===== config.mk =====
export PLATFORM = sky130hd
export DESIGN_NAME = timer_two
export DESIGN_NICKNAME = d
export VERILOG_FILES = /design/src/timer_two_pkg.sv /design/src/osc_divider.sv /design/src/timer_two.sv
export SDC_FILE = /design/constraint.sdc
export NUM_CORES = 1
export LEC_CHECK = 0
export BUFFER_PORTS_ARGS = -buffer_cell sky130_fd_sc_hd__buf_4
export CAP_MARGIN = 20
export CORE_ASPECT_RATIO = 1.25
export CORE_MARGIN = 3
export CORE_UTILIZATION = 60
export CTS_BUF_LIST = sky130_fd_sc_hd__clkbuf_16
export DETAILED_ROUTE_END_ITERATION = 16
export PLACE_DENSITY_LB_ADDON = 0.15
export SLEW_MARGIN = 20
export SYNTH_ARGS = -nofsm -noshare
export SYNTH_HDL_FRONTEND = slang
export SYNTH_HIERARCHICAL = 1
export SYNTH_SLANG_ARGS = --single-unit

===== constraint.sdc =====
create_clock -name clk_sys_in -period 7.56 [get_ports clk_sys_in]
set_clock_uncertainty 0.2 [all_clocks]
set_input_delay 1.512 -clock clk_sys_in [delete_from_list [all_inputs] [get_ports clk_sys_in]]
set_output_delay 1.512 -clock clk_sys_in [all_outputs]
set_load 0.05 [all_outputs]

===== src/timer_two_pkg.sv =====
// Constants for the 16-bit capture/reload/baud-rate timer
package timer_two_pkg;
  // ----------------------------------------------------------------
  // Register addresses on the special-function bus
  // ----------------------------------------------------------------
  localparam logic [7:0] ADDR_CONTROL = 8'hC8;
  localparam logic [7:0] ADDR_MODE = 8'hC9;
  localparam logic [7:0] ADDR_HOLD_LOW = 8'hCA;
  localparam logic [7:0] ADDR_HOLD_HIGH = 8'hCB;
  localparam logic [7:0] ADDR_COUNT_LOW = 8'hCC;
  localparam logic [7:0] ADDR_COUNT_HIGH = 8'hCD;
  // ----------------------------------------------------------------
  // Control register bit positions
  // ----------------------------------------------------------------
  localparam int BIT_OVF = 7;
  localparam int BIT_EXF = 6;
  localparam int BIT_RCLK = 5;
  localparam int BIT_TRANSMIT_CLOCK_SELECT = 4;
  localparam int BIT_EXEN = 3;
  localparam int BIT_RUN = 2;
  localparam int BIT_CT = 1;
  localparam int BIT_CPRL = 0;
  // ----------------------------------------------------------------
  // Mode register bit positions and read value of unused bits
  // ----------------------------------------------------------------
  localparam int BIT_OE = 1;
  localparam int BIT_DOWN_COUNT_ENABLE = 0;
  localparam logic [5:0] MODE_UNUSED_READ = 6'h00;
  // ----------------------------------------------------------------
  // Reset values and rates
  // ----------------------------------------------------------------
  localparam logic [7:0] CONTROL_RESET = 8'h00;
  localparam logic [1:0] MODE_RESET = 2'h0;
  localparam logic [15:0] COUNT_RESET = 16'h0000;
  localparam logic [15:0] COUNT_TOP = 16'hFFFF;
  localparam int OSC_PER_MACHINE = 12;
  localparam int OSC_PER_STATE = 2;
endpackage : timer_two_pkg


===== src/osc_divider.sv =====
// Divider that yields a one-cycle enable every DIVIDE clocks
`timescale 1ns/1ps
`default_nettype none
module osc_divider #(
  parameter int DIVIDE = 12
) (
  input wire logic clk_sys_in,
  input wire logic rst_in,
  output logic tick_out
);
  // Cycle counter
  logic [7:0] cnt_reg;
  logic [7:0] cnt_next;

  // Next count and tick
  always_comb begin
    if (cnt_reg == 8'(DIVIDE - 1)) begin
      cnt_next = 8'h00;
    end else begin
      cnt_next = cnt_reg + 8'h01;
    end
    tick_out = (cnt_reg == 8'(DIVIDE - 1));
  end

  // Register
  always_ff @(posedge clk_sys_in or posedge rst_in) begin
    if (rst_in) begin
      cnt_reg <= 8'h00;
    end else begin
      cnt_reg <= cnt_next;
    end
  end
endmodule : osc_divider
`default_nettype wire


===== src/timer_two.sv =====
// 16-bit timer/counter with capture, auto-reload and baud-rate modes
`timescale 1ns/1ps
`default_nettype none
module timer_two
  import timer_two_pkg::*;
(
  input wire logic clk_sys_in,
  input wire logic rst_in,
  input wire logic [7:0] sfr_addr_in,
  input wire logic [7:0] sfr_wdata_in,
  input wire logic sfr_wr_in,
  input wire logic sfr_rd_in,
  output logic [7:0] sfr_rdata_out,
  input wire logic trigger_pin_in,
  input wire logic count_pin_in,
  output logic count_pin_out,
  output logic count_pin_oe_out,
  input wire logic timer1_ovf_in,
  input wire logic irq_enable_in,
  output logic irq_out,
  output logic rx_baud_tick_out,
  output logic tx_baud_tick_out
);
  // ----------------------------------------------------------------
  // Pin synchronisers
  // ----------------------------------------------------------------
  logic trig_s1_reg;  // First stage, read only by second
  logic trig_s2_reg;
  logic trig_s3_reg;  // Previous value for edge detect
  logic cpin_s1_reg;
  logic cpin_s2_reg;
  logic cpin_s3_reg;

  // Two flops per pin, third for edge detection
  always_ff @(posedge clk_sys_in or posedge rst_in) begin
    if (rst_in) begin
      trig_s1_reg <= 1'b1;
      trig_s2_reg <= 1'b1;
      trig_s3_reg <= 1'b1;
      cpin_s1_reg <= 1'b1;
      cpin_s2_reg <= 1'b1;
      cpin_s3_reg <= 1'b1;
    end else begin
      trig_s1_reg <= trigger_pin_in;
      trig_s2_reg <= trig_s1_reg;
      trig_s3_reg <= trig_s2_reg;
      cpin_s1_reg <= count_pin_in;
      cpin_s2_reg <= cpin_s1_reg;
      cpin_s3_reg <= cpin_s2_reg;
    end
  end

  logic trig_fall;  // Falling edge on trigger pin
  logic cpin_fall;  // Falling edge on count pin
  assign trig_fall = trig_s3_reg & ~trig_s2_reg;
  assign cpin_fall = cpin_s3_reg & ~cpin_s2_reg;

  // ----------------------------------------------------------------
  // Rate dividers
  // ----------------------------------------------------------------
  logic machine_tick;  // One in twelve clocks
  logic state_tick;    // One in two clocks

  osc_divider #(.DIVIDE(OSC_PER_MACHINE)) u_machine_div (
    .clk_sys_in(clk_sys_in),
    .rst_in(rst_in),
    .tick_out(machine_tick)
  );

  osc_divider #(.DIVIDE(OSC_PER_STATE)) u_state_div (
    .clk_sys_in(clk_sys_in),
    .rst_in(rst_in),
    .tick_out(state_tick)
  );

  // ----------------------------------------------------------------
  // Registers
  // ----------------------------------------------------------------
  logic [7:0] ctrl_reg;   // Control register
  logic [7:0] ctrl_next;
  logic [1:0] mode_reg;   // Output enable, down-count enable
  logic [1:0] mode_next;
  logic [15:0] cnt_reg;   // Counter
  logic [15:0] cnt_next;
  logic [15:0] hold_reg;  // Holding pair
  logic [15:0] hold_next;
  logic clk_out_reg;      // Clock-out toggle
  logic clk_out_next;

  // Decoded controls
  logic baud_mode;  // Either serial clock select set
  logic run;
  logic inc_en;     // Counting step this cycle
  logic down;       // Counting direction
  logic at_top;
  logic at_floor;
  logic roll;       // Overflow or underflow this step
  logic trig_act;   // Qualified trigger edge
  logic do_capture;
  logic do_reload;
  logic wr_ctrl;
  logic wr_mode;

  assign baud_mode = ctrl_reg[BIT_RCLK] | ctrl_reg[BIT_TRANSMIT_CLOCK_SELECT];
  assign run = ctrl_reg[BIT_RUN];
  assign wr_ctrl = sfr_wr_in && (sfr_addr_in == ADDR_CONTROL);
  assign wr_mode = sfr_wr_in && (sfr_addr_in == ADDR_MODE);

  // Count step source selection
  always_comb begin
    if (!run) begin
      inc_en = 1'b0;
    end else if (ctrl_reg[BIT_CT]) begin
      inc_en = cpin_fall;
    end else if (baud_mode) begin
      inc_en = state_tick;
    end else begin
      inc_en = machine_tick;
    end
  end

  // Direction and rollover
  assign down = mode_reg[BIT_DOWN_COUNT_ENABLE] & ~baud_mode & ~ctrl_reg[BIT_CPRL]
    & ~trig_s2_reg;
  assign at_top = (cnt_reg == COUNT_TOP);
  assign at_floor = (cnt_reg == hold_reg);
  assign roll = inc_en & (down ? at_floor : at_top);

  // Trigger action: only with external enable; capture and reload not in baud mode or with down-count enable
  assign trig_act = trig_fall & ctrl_reg[BIT_EXEN];
  assign do_capture = trig_act & ~baud_mode & ctrl_reg[BIT_CPRL]
    & ~mode_reg[BIT_DOWN_COUNT_ENABLE];
  assign do_reload = trig_act & ~baud_mode & ~ctrl_reg[BIT_CPRL]
    & ~mode_reg[BIT_DOWN_COUNT_ENABLE];

  // ----------------------------------------------------------------
  // Next-state logic
  // ----------------------------------------------------------------
  always_comb begin
    ctrl_next = ctrl_reg;
    mode_next = mode_reg;
    cnt_next = cnt_reg;
    hold_next = hold_reg;
    clk_out_next = clk_out_reg;
    // Software writes
    if (wr_ctrl) begin
      ctrl_next = sfr_wdata_in;
    end
    if (wr_mode) begin
      mode_next = sfr_wdata_in[1:0];
    end
    if (sfr_wr_in && sfr_addr_in == ADDR_HOLD_LOW) begin
      hold_next[7:0] = sfr_wdata_in;
    end
    if (sfr_wr_in && sfr_addr_in == ADDR_HOLD_HIGH) begin
      hold_next[15:8] = sfr_wdata_in;
    end
    if (sfr_wr_in && sfr_addr_in == ADDR_COUNT_LOW) begin
      cnt_next[7:0] = sfr_wdata_in;
    end
    if (sfr_wr_in && sfr_addr_in == ADDR_COUNT_HIGH) begin
      cnt_next[15:8] = sfr_wdata_in;
    end
    // Counting
    if (inc_en) begin
      if (roll) begin
        if (down) begin
          cnt_next = COUNT_TOP;
        end else if (baud_mode || !ctrl_reg[BIT_CPRL]
                     || mode_reg[BIT_DOWN_COUNT_ENABLE]) begin
          cnt_next = hold_reg;
        end else begin
          cnt_next = cnt_reg + 16'h0001;
        end
        clk_out_next = ~clk_out_reg;
      end else if (down) begin
        cnt_next = cnt_reg - 16'h0001;
      end else begin
        cnt_next = cnt_reg + 16'h0001;
      end
    end
    // Trigger-caused reload or capture
    if (do_reload) begin
      cnt_next = hold_reg;
    end
    if (do_capture) begin
      hold_next = cnt_reg;
    end
    // Flags: hardware set wins over software clear
    if (roll && !baud_mode) begin
      ctrl_next[BIT_OVF] = 1'b1;
    end
    if (trig_act && (baud_mode || do_capture || do_reload)) begin
      ctrl_next[BIT_EXF] = 1'b1;
    end
    if (roll && mode_reg[BIT_DOWN_COUNT_ENABLE] && !baud_mode) begin
      ctrl_next[BIT_EXF] = ~ctrl_reg[BIT_EXF];
    end
  end

  // Register update
  always_ff @(posedge clk_sys_in or posedge rst_in) begin
    if (rst_in) begin
      ctrl_reg <= CONTROL_RESET;
      mode_reg <= MODE_RESET;
      cnt_reg <= COUNT_RESET;
      hold_reg <= COUNT_RESET;
      clk_out_reg <= 1'b0;
    end else begin
      ctrl_reg <= ctrl_next;
      mode_reg <= mode_next;
      cnt_reg <= cnt_next;
      hold_reg <= hold_next;
      clk_out_reg <= clk_out_next;
    end
  end

  // ----------------------------------------------------------------
  // Read path
  // ----------------------------------------------------------------
  always_comb begin
    case (sfr_addr_in)
      ADDR_CONTROL: sfr_rdata_out = ctrl_reg;
      ADDR_MODE: sfr_rdata_out = {MODE_UNUSED_READ, mode_reg};
      ADDR_HOLD_LOW: sfr_rdata_out = hold_reg[7:0];
      ADDR_HOLD_HIGH: sfr_rdata_out = hold_reg[15:8];
      ADDR_COUNT_LOW: sfr_rdata_out = cnt_reg[7:0];
      ADDR_COUNT_HIGH: sfr_rdata_out = cnt_reg[15:8];
      default: sfr_rdata_out = 8'h00;
    endcase
  end

  // ----------------------------------------------------------------
  // Outputs
  // ----------------------------------------------------------------
  // Interrupt request from either flag; the external flag only while down-count enable is clear
  assign irq_out = irq_enable_in & (ctrl_reg[BIT_OVF]
    | (ctrl_reg[BIT_EXF] & ~mode_reg[BIT_DOWN_COUNT_ENABLE]));
  // Serial clock selection
  assign rx_baud_tick_out = ctrl_reg[BIT_RCLK] ? roll
    : timer1_ovf_in;
  assign tx_baud_tick_out = ctrl_reg[BIT_TRANSMIT_CLOCK_SELECT] ? roll
    : timer1_ovf_in;
  // Clock out on the count pin
  assign count_pin_out = clk_out_reg;
  assign count_pin_oe_out = mode_reg[BIT_OE];

  // ----------------------------------------------------------------
  // Checks
  // ----------------------------------------------------------------
  chk_ovf_baud: assert property (@(posedge clk_sys_in) disable iff (rst_in)
    (baud_mode && !wr_ctrl) |=> !$rose(ctrl_reg[BIT_OVF]))
    else $error("overflow flag set in baud mode");
  chk_ovf_set: assert property (@(posedge clk_sys_in) disable iff (rst_in)
    (roll && !baud_mode) |=> ctrl_reg[BIT_OVF])
    else $error("overflow flag not set");
  chk_run_off: assert property (@(posedge clk_sys_in) disable iff (rst_in)
    (!run && !sfr_wr_in) |=> $stable(cnt_reg))
    else $error("counter moved while stopped");
  chk_reload_val: assert property (@(posedge clk_sys_in) disable iff (rst_in)
    (roll && baud_mode && !sfr_wr_in) |=> cnt_reg == $past(hold_reg))
    else $error("reload value wrong");
  chk_capture_copy: assert property (@(posedge clk_sys_in)
    disable iff (rst_in)
    (do_capture && !sfr_wr_in) |=> hold_reg == $past(cnt_reg))
    else $error("capture value wrong");
  chk_exf_set: assert property (@(posedge clk_sys_in) disable iff (rst_in)
    do_reload |=> ctrl_reg[BIT_EXF])
    else $error("external flag not set");
  chk_exf_noirq: assert property (@(posedge clk_sys_in) disable iff (rst_in)
    (mode_reg[BIT_DOWN_COUNT_ENABLE] && !ctrl_reg[BIT_OVF]) |-> !irq_out)
    else $error("external flag raised interrupt with down count");
  chk_timer_rate: assert property (@(posedge clk_sys_in) disable iff (rst_in)
    (run && !ctrl_reg[BIT_CT] && !baud_mode && inc_en) |=> !inc_en)
    else $error("timer stepped twice in a row");
  chk_rx_select: assert property (@(posedge clk_sys_in) disable iff (rst_in)
    !ctrl_reg[BIT_RCLK] |-> rx_baud_tick_out == timer1_ovf_in)
    else $error("receive clock source wrong");
  chk_tx_select: assert property (@(posedge clk_sys_in) disable iff (rst_in)
    ctrl_reg[BIT_TRANSMIT_CLOCK_SELECT] |-> tx_baud_tick_out == roll)
    else $error("transmit clock source wrong");

  cov_overflow: cover property (@(posedge clk_sys_in) disable iff (rst_in)
    roll && !baud_mode);
  cov_capture: cover property (@(posedge clk_sys_in) disable iff (rst_in)
    do_capture);
  cov_baud_roll: cover property (@(posedge clk_sys_in) disable iff (rst_in)
    roll && baud_mode);
  cov_down_roll: cover property (@(posedge clk_sys_in) disable iff (rst_in)
    roll && down);
endmodule : timer_two
`default_nettype wire


==> results.md <==
- FF-to-FF path depth: 8
- Mapped Cells: 560
- Die W: about 85 um
- Routed vias/inst: 7.226
- Post-Synth Adder-Cell Area: 1.323%
- Worst slew pin tran: 1.132 ns
- WL final: between 15 and 20 mm
- Ys async rst share: 100.0%
- Yosys cell types: 68
- N_diodes: 0
- Crit path max fanout: 18
- CTS resizes: 0
- Tcrit/Tclk final: 74.00%
- Hold Crit Class: flop to flop
- Cell Pwr Density: 255.0 mW/mm^2
- DR WL met2: 7.391 mm
- Max Clk Rate: 178.8 MHz
- Ranking of synthesized cells by area: dfrtp_1 (31%), nor2_1 (4.8%), xnor2_1 (4.6%)
- RSZ-0062 raised after global routing: false
- Mux share of post-synthesis cell area: 8.124%
- Leading area contributor after synthesis: dfrtp_1
- Num rows: 35
- Minimum clock period: between 5 and 6 ns
- XOR/XNOR share of the synthesized area: under 10%
- Hold path depth: 0
- Simple-gate share of the synthesized area: 23.34%
- Final Hold Fails: 0
- Share of layout cells above drive strength 1: 16.08%
- CTS Sinks: 65
- Worst Path Arrival: 3.88 ns
- Residual DRC: 0
- Global-route wire length before repair: 24.70 mm
- CP startpoint kind: flop
- Vias in the first global route: around 4,600
- Max_slew headroom: 24.24%
- Clk_lat worst skew: 0.33 ns
- Mean routed wirelength per cell: 23.04 um
- Yosys top cell area share: between 30 and 40%
- Most used DFF post-synth: dfrtp_1
- Crit path capture type: primary output
- Layout area overhead: 11.91%
- Mapped Area: 0.004728 mm^2
- P_int: 0.8455 mW
- Final HPWL DP: around 10 mm
- Syn Area/Cell: 8.443 um^2
- Die Y: about 110 um
- CTS buffer count: 9
- TritonCTS clock tree: done
- # Max-Cap Violations: 0
- Die ar.: 0.008988 mm^2
- Top sig layer: met4
- DRT Pass-1 Iters: 5
- Iter 0 DRT Violations: 632
- Final ANT Viol Nets: 0
- Critical path type: flop to primary output
- Largest net degree at the start of global routing: 50
- Sequential share of the synthesized area: 34.56%
- Final Util: 70.25%
- Max Root-Sink Buffers: 2
- DRT met1 WL: 5.488 mm
- Setup TNS: 0 ns
- Synth Area in Compound Gates: a little over a fifth
- Htree depth: 3
- Met3 WL: 1.474 mm
- VDD IR-drop max: ~0.20 mV
- Core ar.: 0.007532 mm^2
- GP Congestion: between 0.9 and 1
- Initial antenna violation count: 0
- Final Max Slew Viols: 0
- Yosys reg bits: 65
- Hold-fix buffer count after cts: 0
- Total gr overflow: 0
- DR vias: 4,798
- Comb power frac: between 20% and 30%
- Setup-failing EPs final: 0
- I/O Buffers: 35
- EDFF count, synth: 0
- Req. time, crit path: 5.85 ns
- Total GRT Usage: 35.32%
- Clk Tree Root Cell: clkbuf_16
- Initial Utilization: ~63%
- Sw Ratio: 37.33%
- Syn nets: 589
- Seq pwr share: between 30% and 40%
- Net switching power: 0.5037 mW
- Status: finished clean
- Clock share of power: between 30% and 40%
- Clock slew at reported path FFs: approximately 0.06 ns
- Top Ports: 37
- Static Leak: roughly 2.1 nW
- Nets: between 500 and 600
- Total number of yosys warnings: 6
- Largest family of logic cells by synthesized area: simple AND/OR/NAND/NOR gates
- Post-CTS Setup Bufs: 0
==> final timing paths <==
path,start,to,slack (ns)
min in group asynchronous,rst_in,u_state_div/cnt_reg[5]$_DFF_PP0_,0.94
max,mode_reg[0]$_DFFE_PP0P_,tx_baud_tick_out,1.97
max in group asynchronous,rst_in,mode_reg[0]$_DFFE_PP0P_,5.49
min reg2reg,trig_s1_reg$_DFF_PP1_,trig_s2_reg$_DFF_PP1_,0.16
max reg2reg,mode_reg[0]$_DFFE_PP0P_,cnt_reg[6]$_DFFE_PP0P_,3.18
min,trig_s1_reg$_DFF_PP1_,trig_s2_reg$_DFF_PP1_,0.16
==> per-layer routing <==
layer  vias up  track usage (%)
met5         -                0
met4         0            18.21
met3        96            6.880
met2       320            56.50
met1      2300            44.95
li1       2082                -
==> cell usage after synthesis (5+ instances only) <==
master	instances
or3_1	10
o21ai_1	12
and3_1	10
dfstp_2	6
nand2_1	46
xor2_1	13
a22oi_1	12
o22ai_1	9
nor2_1	61
nor4_1	10
nor3_1	6
inv_1	8
o221ai_1	5
o211ai_1	11
o21ai_0	20
a21oi_1	39
mux2i_1	20
a221oi_1	9
nand2b_1	8
ha_1	5
nand3_1	25
dfrtp_1	59
xnor2_1	25
mux2_2	11
clkbuf_1	37
==> critical path, cell delays in order, from the launching register on <==
cell and delay (ns):
dfrtp_1 0.59, nor3b_2 0.45, nand2_1 0.53, o31ai_1 0.68, nand4_1 0.29, nor4_2 0.28
buf_4 0.30, mux2_2 0.23, buf_4 0.20
==> through the flow <==
step / hold WS [ns] / worst slack [ns] / total power [mW] / instance area (um^2) / instances
final: 0.1551 / 1.966 / 1.349 / 5291 / 664
after global routing: 0.1626 / 1.790 / 1.417 / 5291 / 664
after CTS: 0.1573 / 2.127 / 1.335 / 5288 / 664
after detailed placement: 0.1491 / 2.303 / 0.8911 / 4970 / 648
after global placement: 0.1457 / 2.332 / 0.8772 / 4970 / 648
after floorplan: 0.1452 / 2.234 / 0.7827 / 4728 / 560
==> cells in the final DEF, fill, tap and decap left out, drive strengths merged, types with 8 or more instances in the layout <==
| cell type | count |
|---|---|
| o211ai | 11 |
| a221oi | 9 |
| mux2 | 12 |
| buf | 39 |
| nand2 | 46 |
| o21ai | 32 |
| nor2 | 61 |
| nand3 | 25 |
| o22ai | 9 |
| a22oi | 12 |
| inv | 8 |
| xor2 | 13 |
| or3 | 10 |
| a21oi | 39 |
| dfrtp | 59 |
| nand2b | 8 |
| xnor2 | 25 |
| clkbuf | 9 |
| nor4 | 13 |
| and3 | 13 |
| mux2i | 20 |
==> cell families after synthesis <==
| kind of cell | after synthesis |
|---|---|
| adder cells (fa/ha/maj) | 5 |
| XOR/XNOR | 38 |
| multiplexers | 34 |
| AO/OA/AOI/OAI | 154 |
| AND/OR/NAND/NOR | 213 |
| buffers and inverters | 51 |
| flip-flops | 65 |
==> final cells by class <==
cell class	count	area, um^2
multi-input cells	444	2900
inverters	8	31.28
clock inverters	7	92.59
repair buffers	39	292.8
flip-flops and latches	65	1634
fillers	606	2241
well taps	92	115.1
clock buffers	9	225.2
==> power by group through the flow <==
stage	clock network (mW)	registers (mW)	logic, mW
2_1_floorplan	0	0.419	0.364
3_3_place_gp	0	0.520	0.357
3_5_place_dp	0	0.525	0.366
4_1_cts	0.446	0.519	0.370
5_1_grt	0.464	0.533	0.420
6_report	0.445	0.527	0.377
Power figures use the tool's default switching activity.
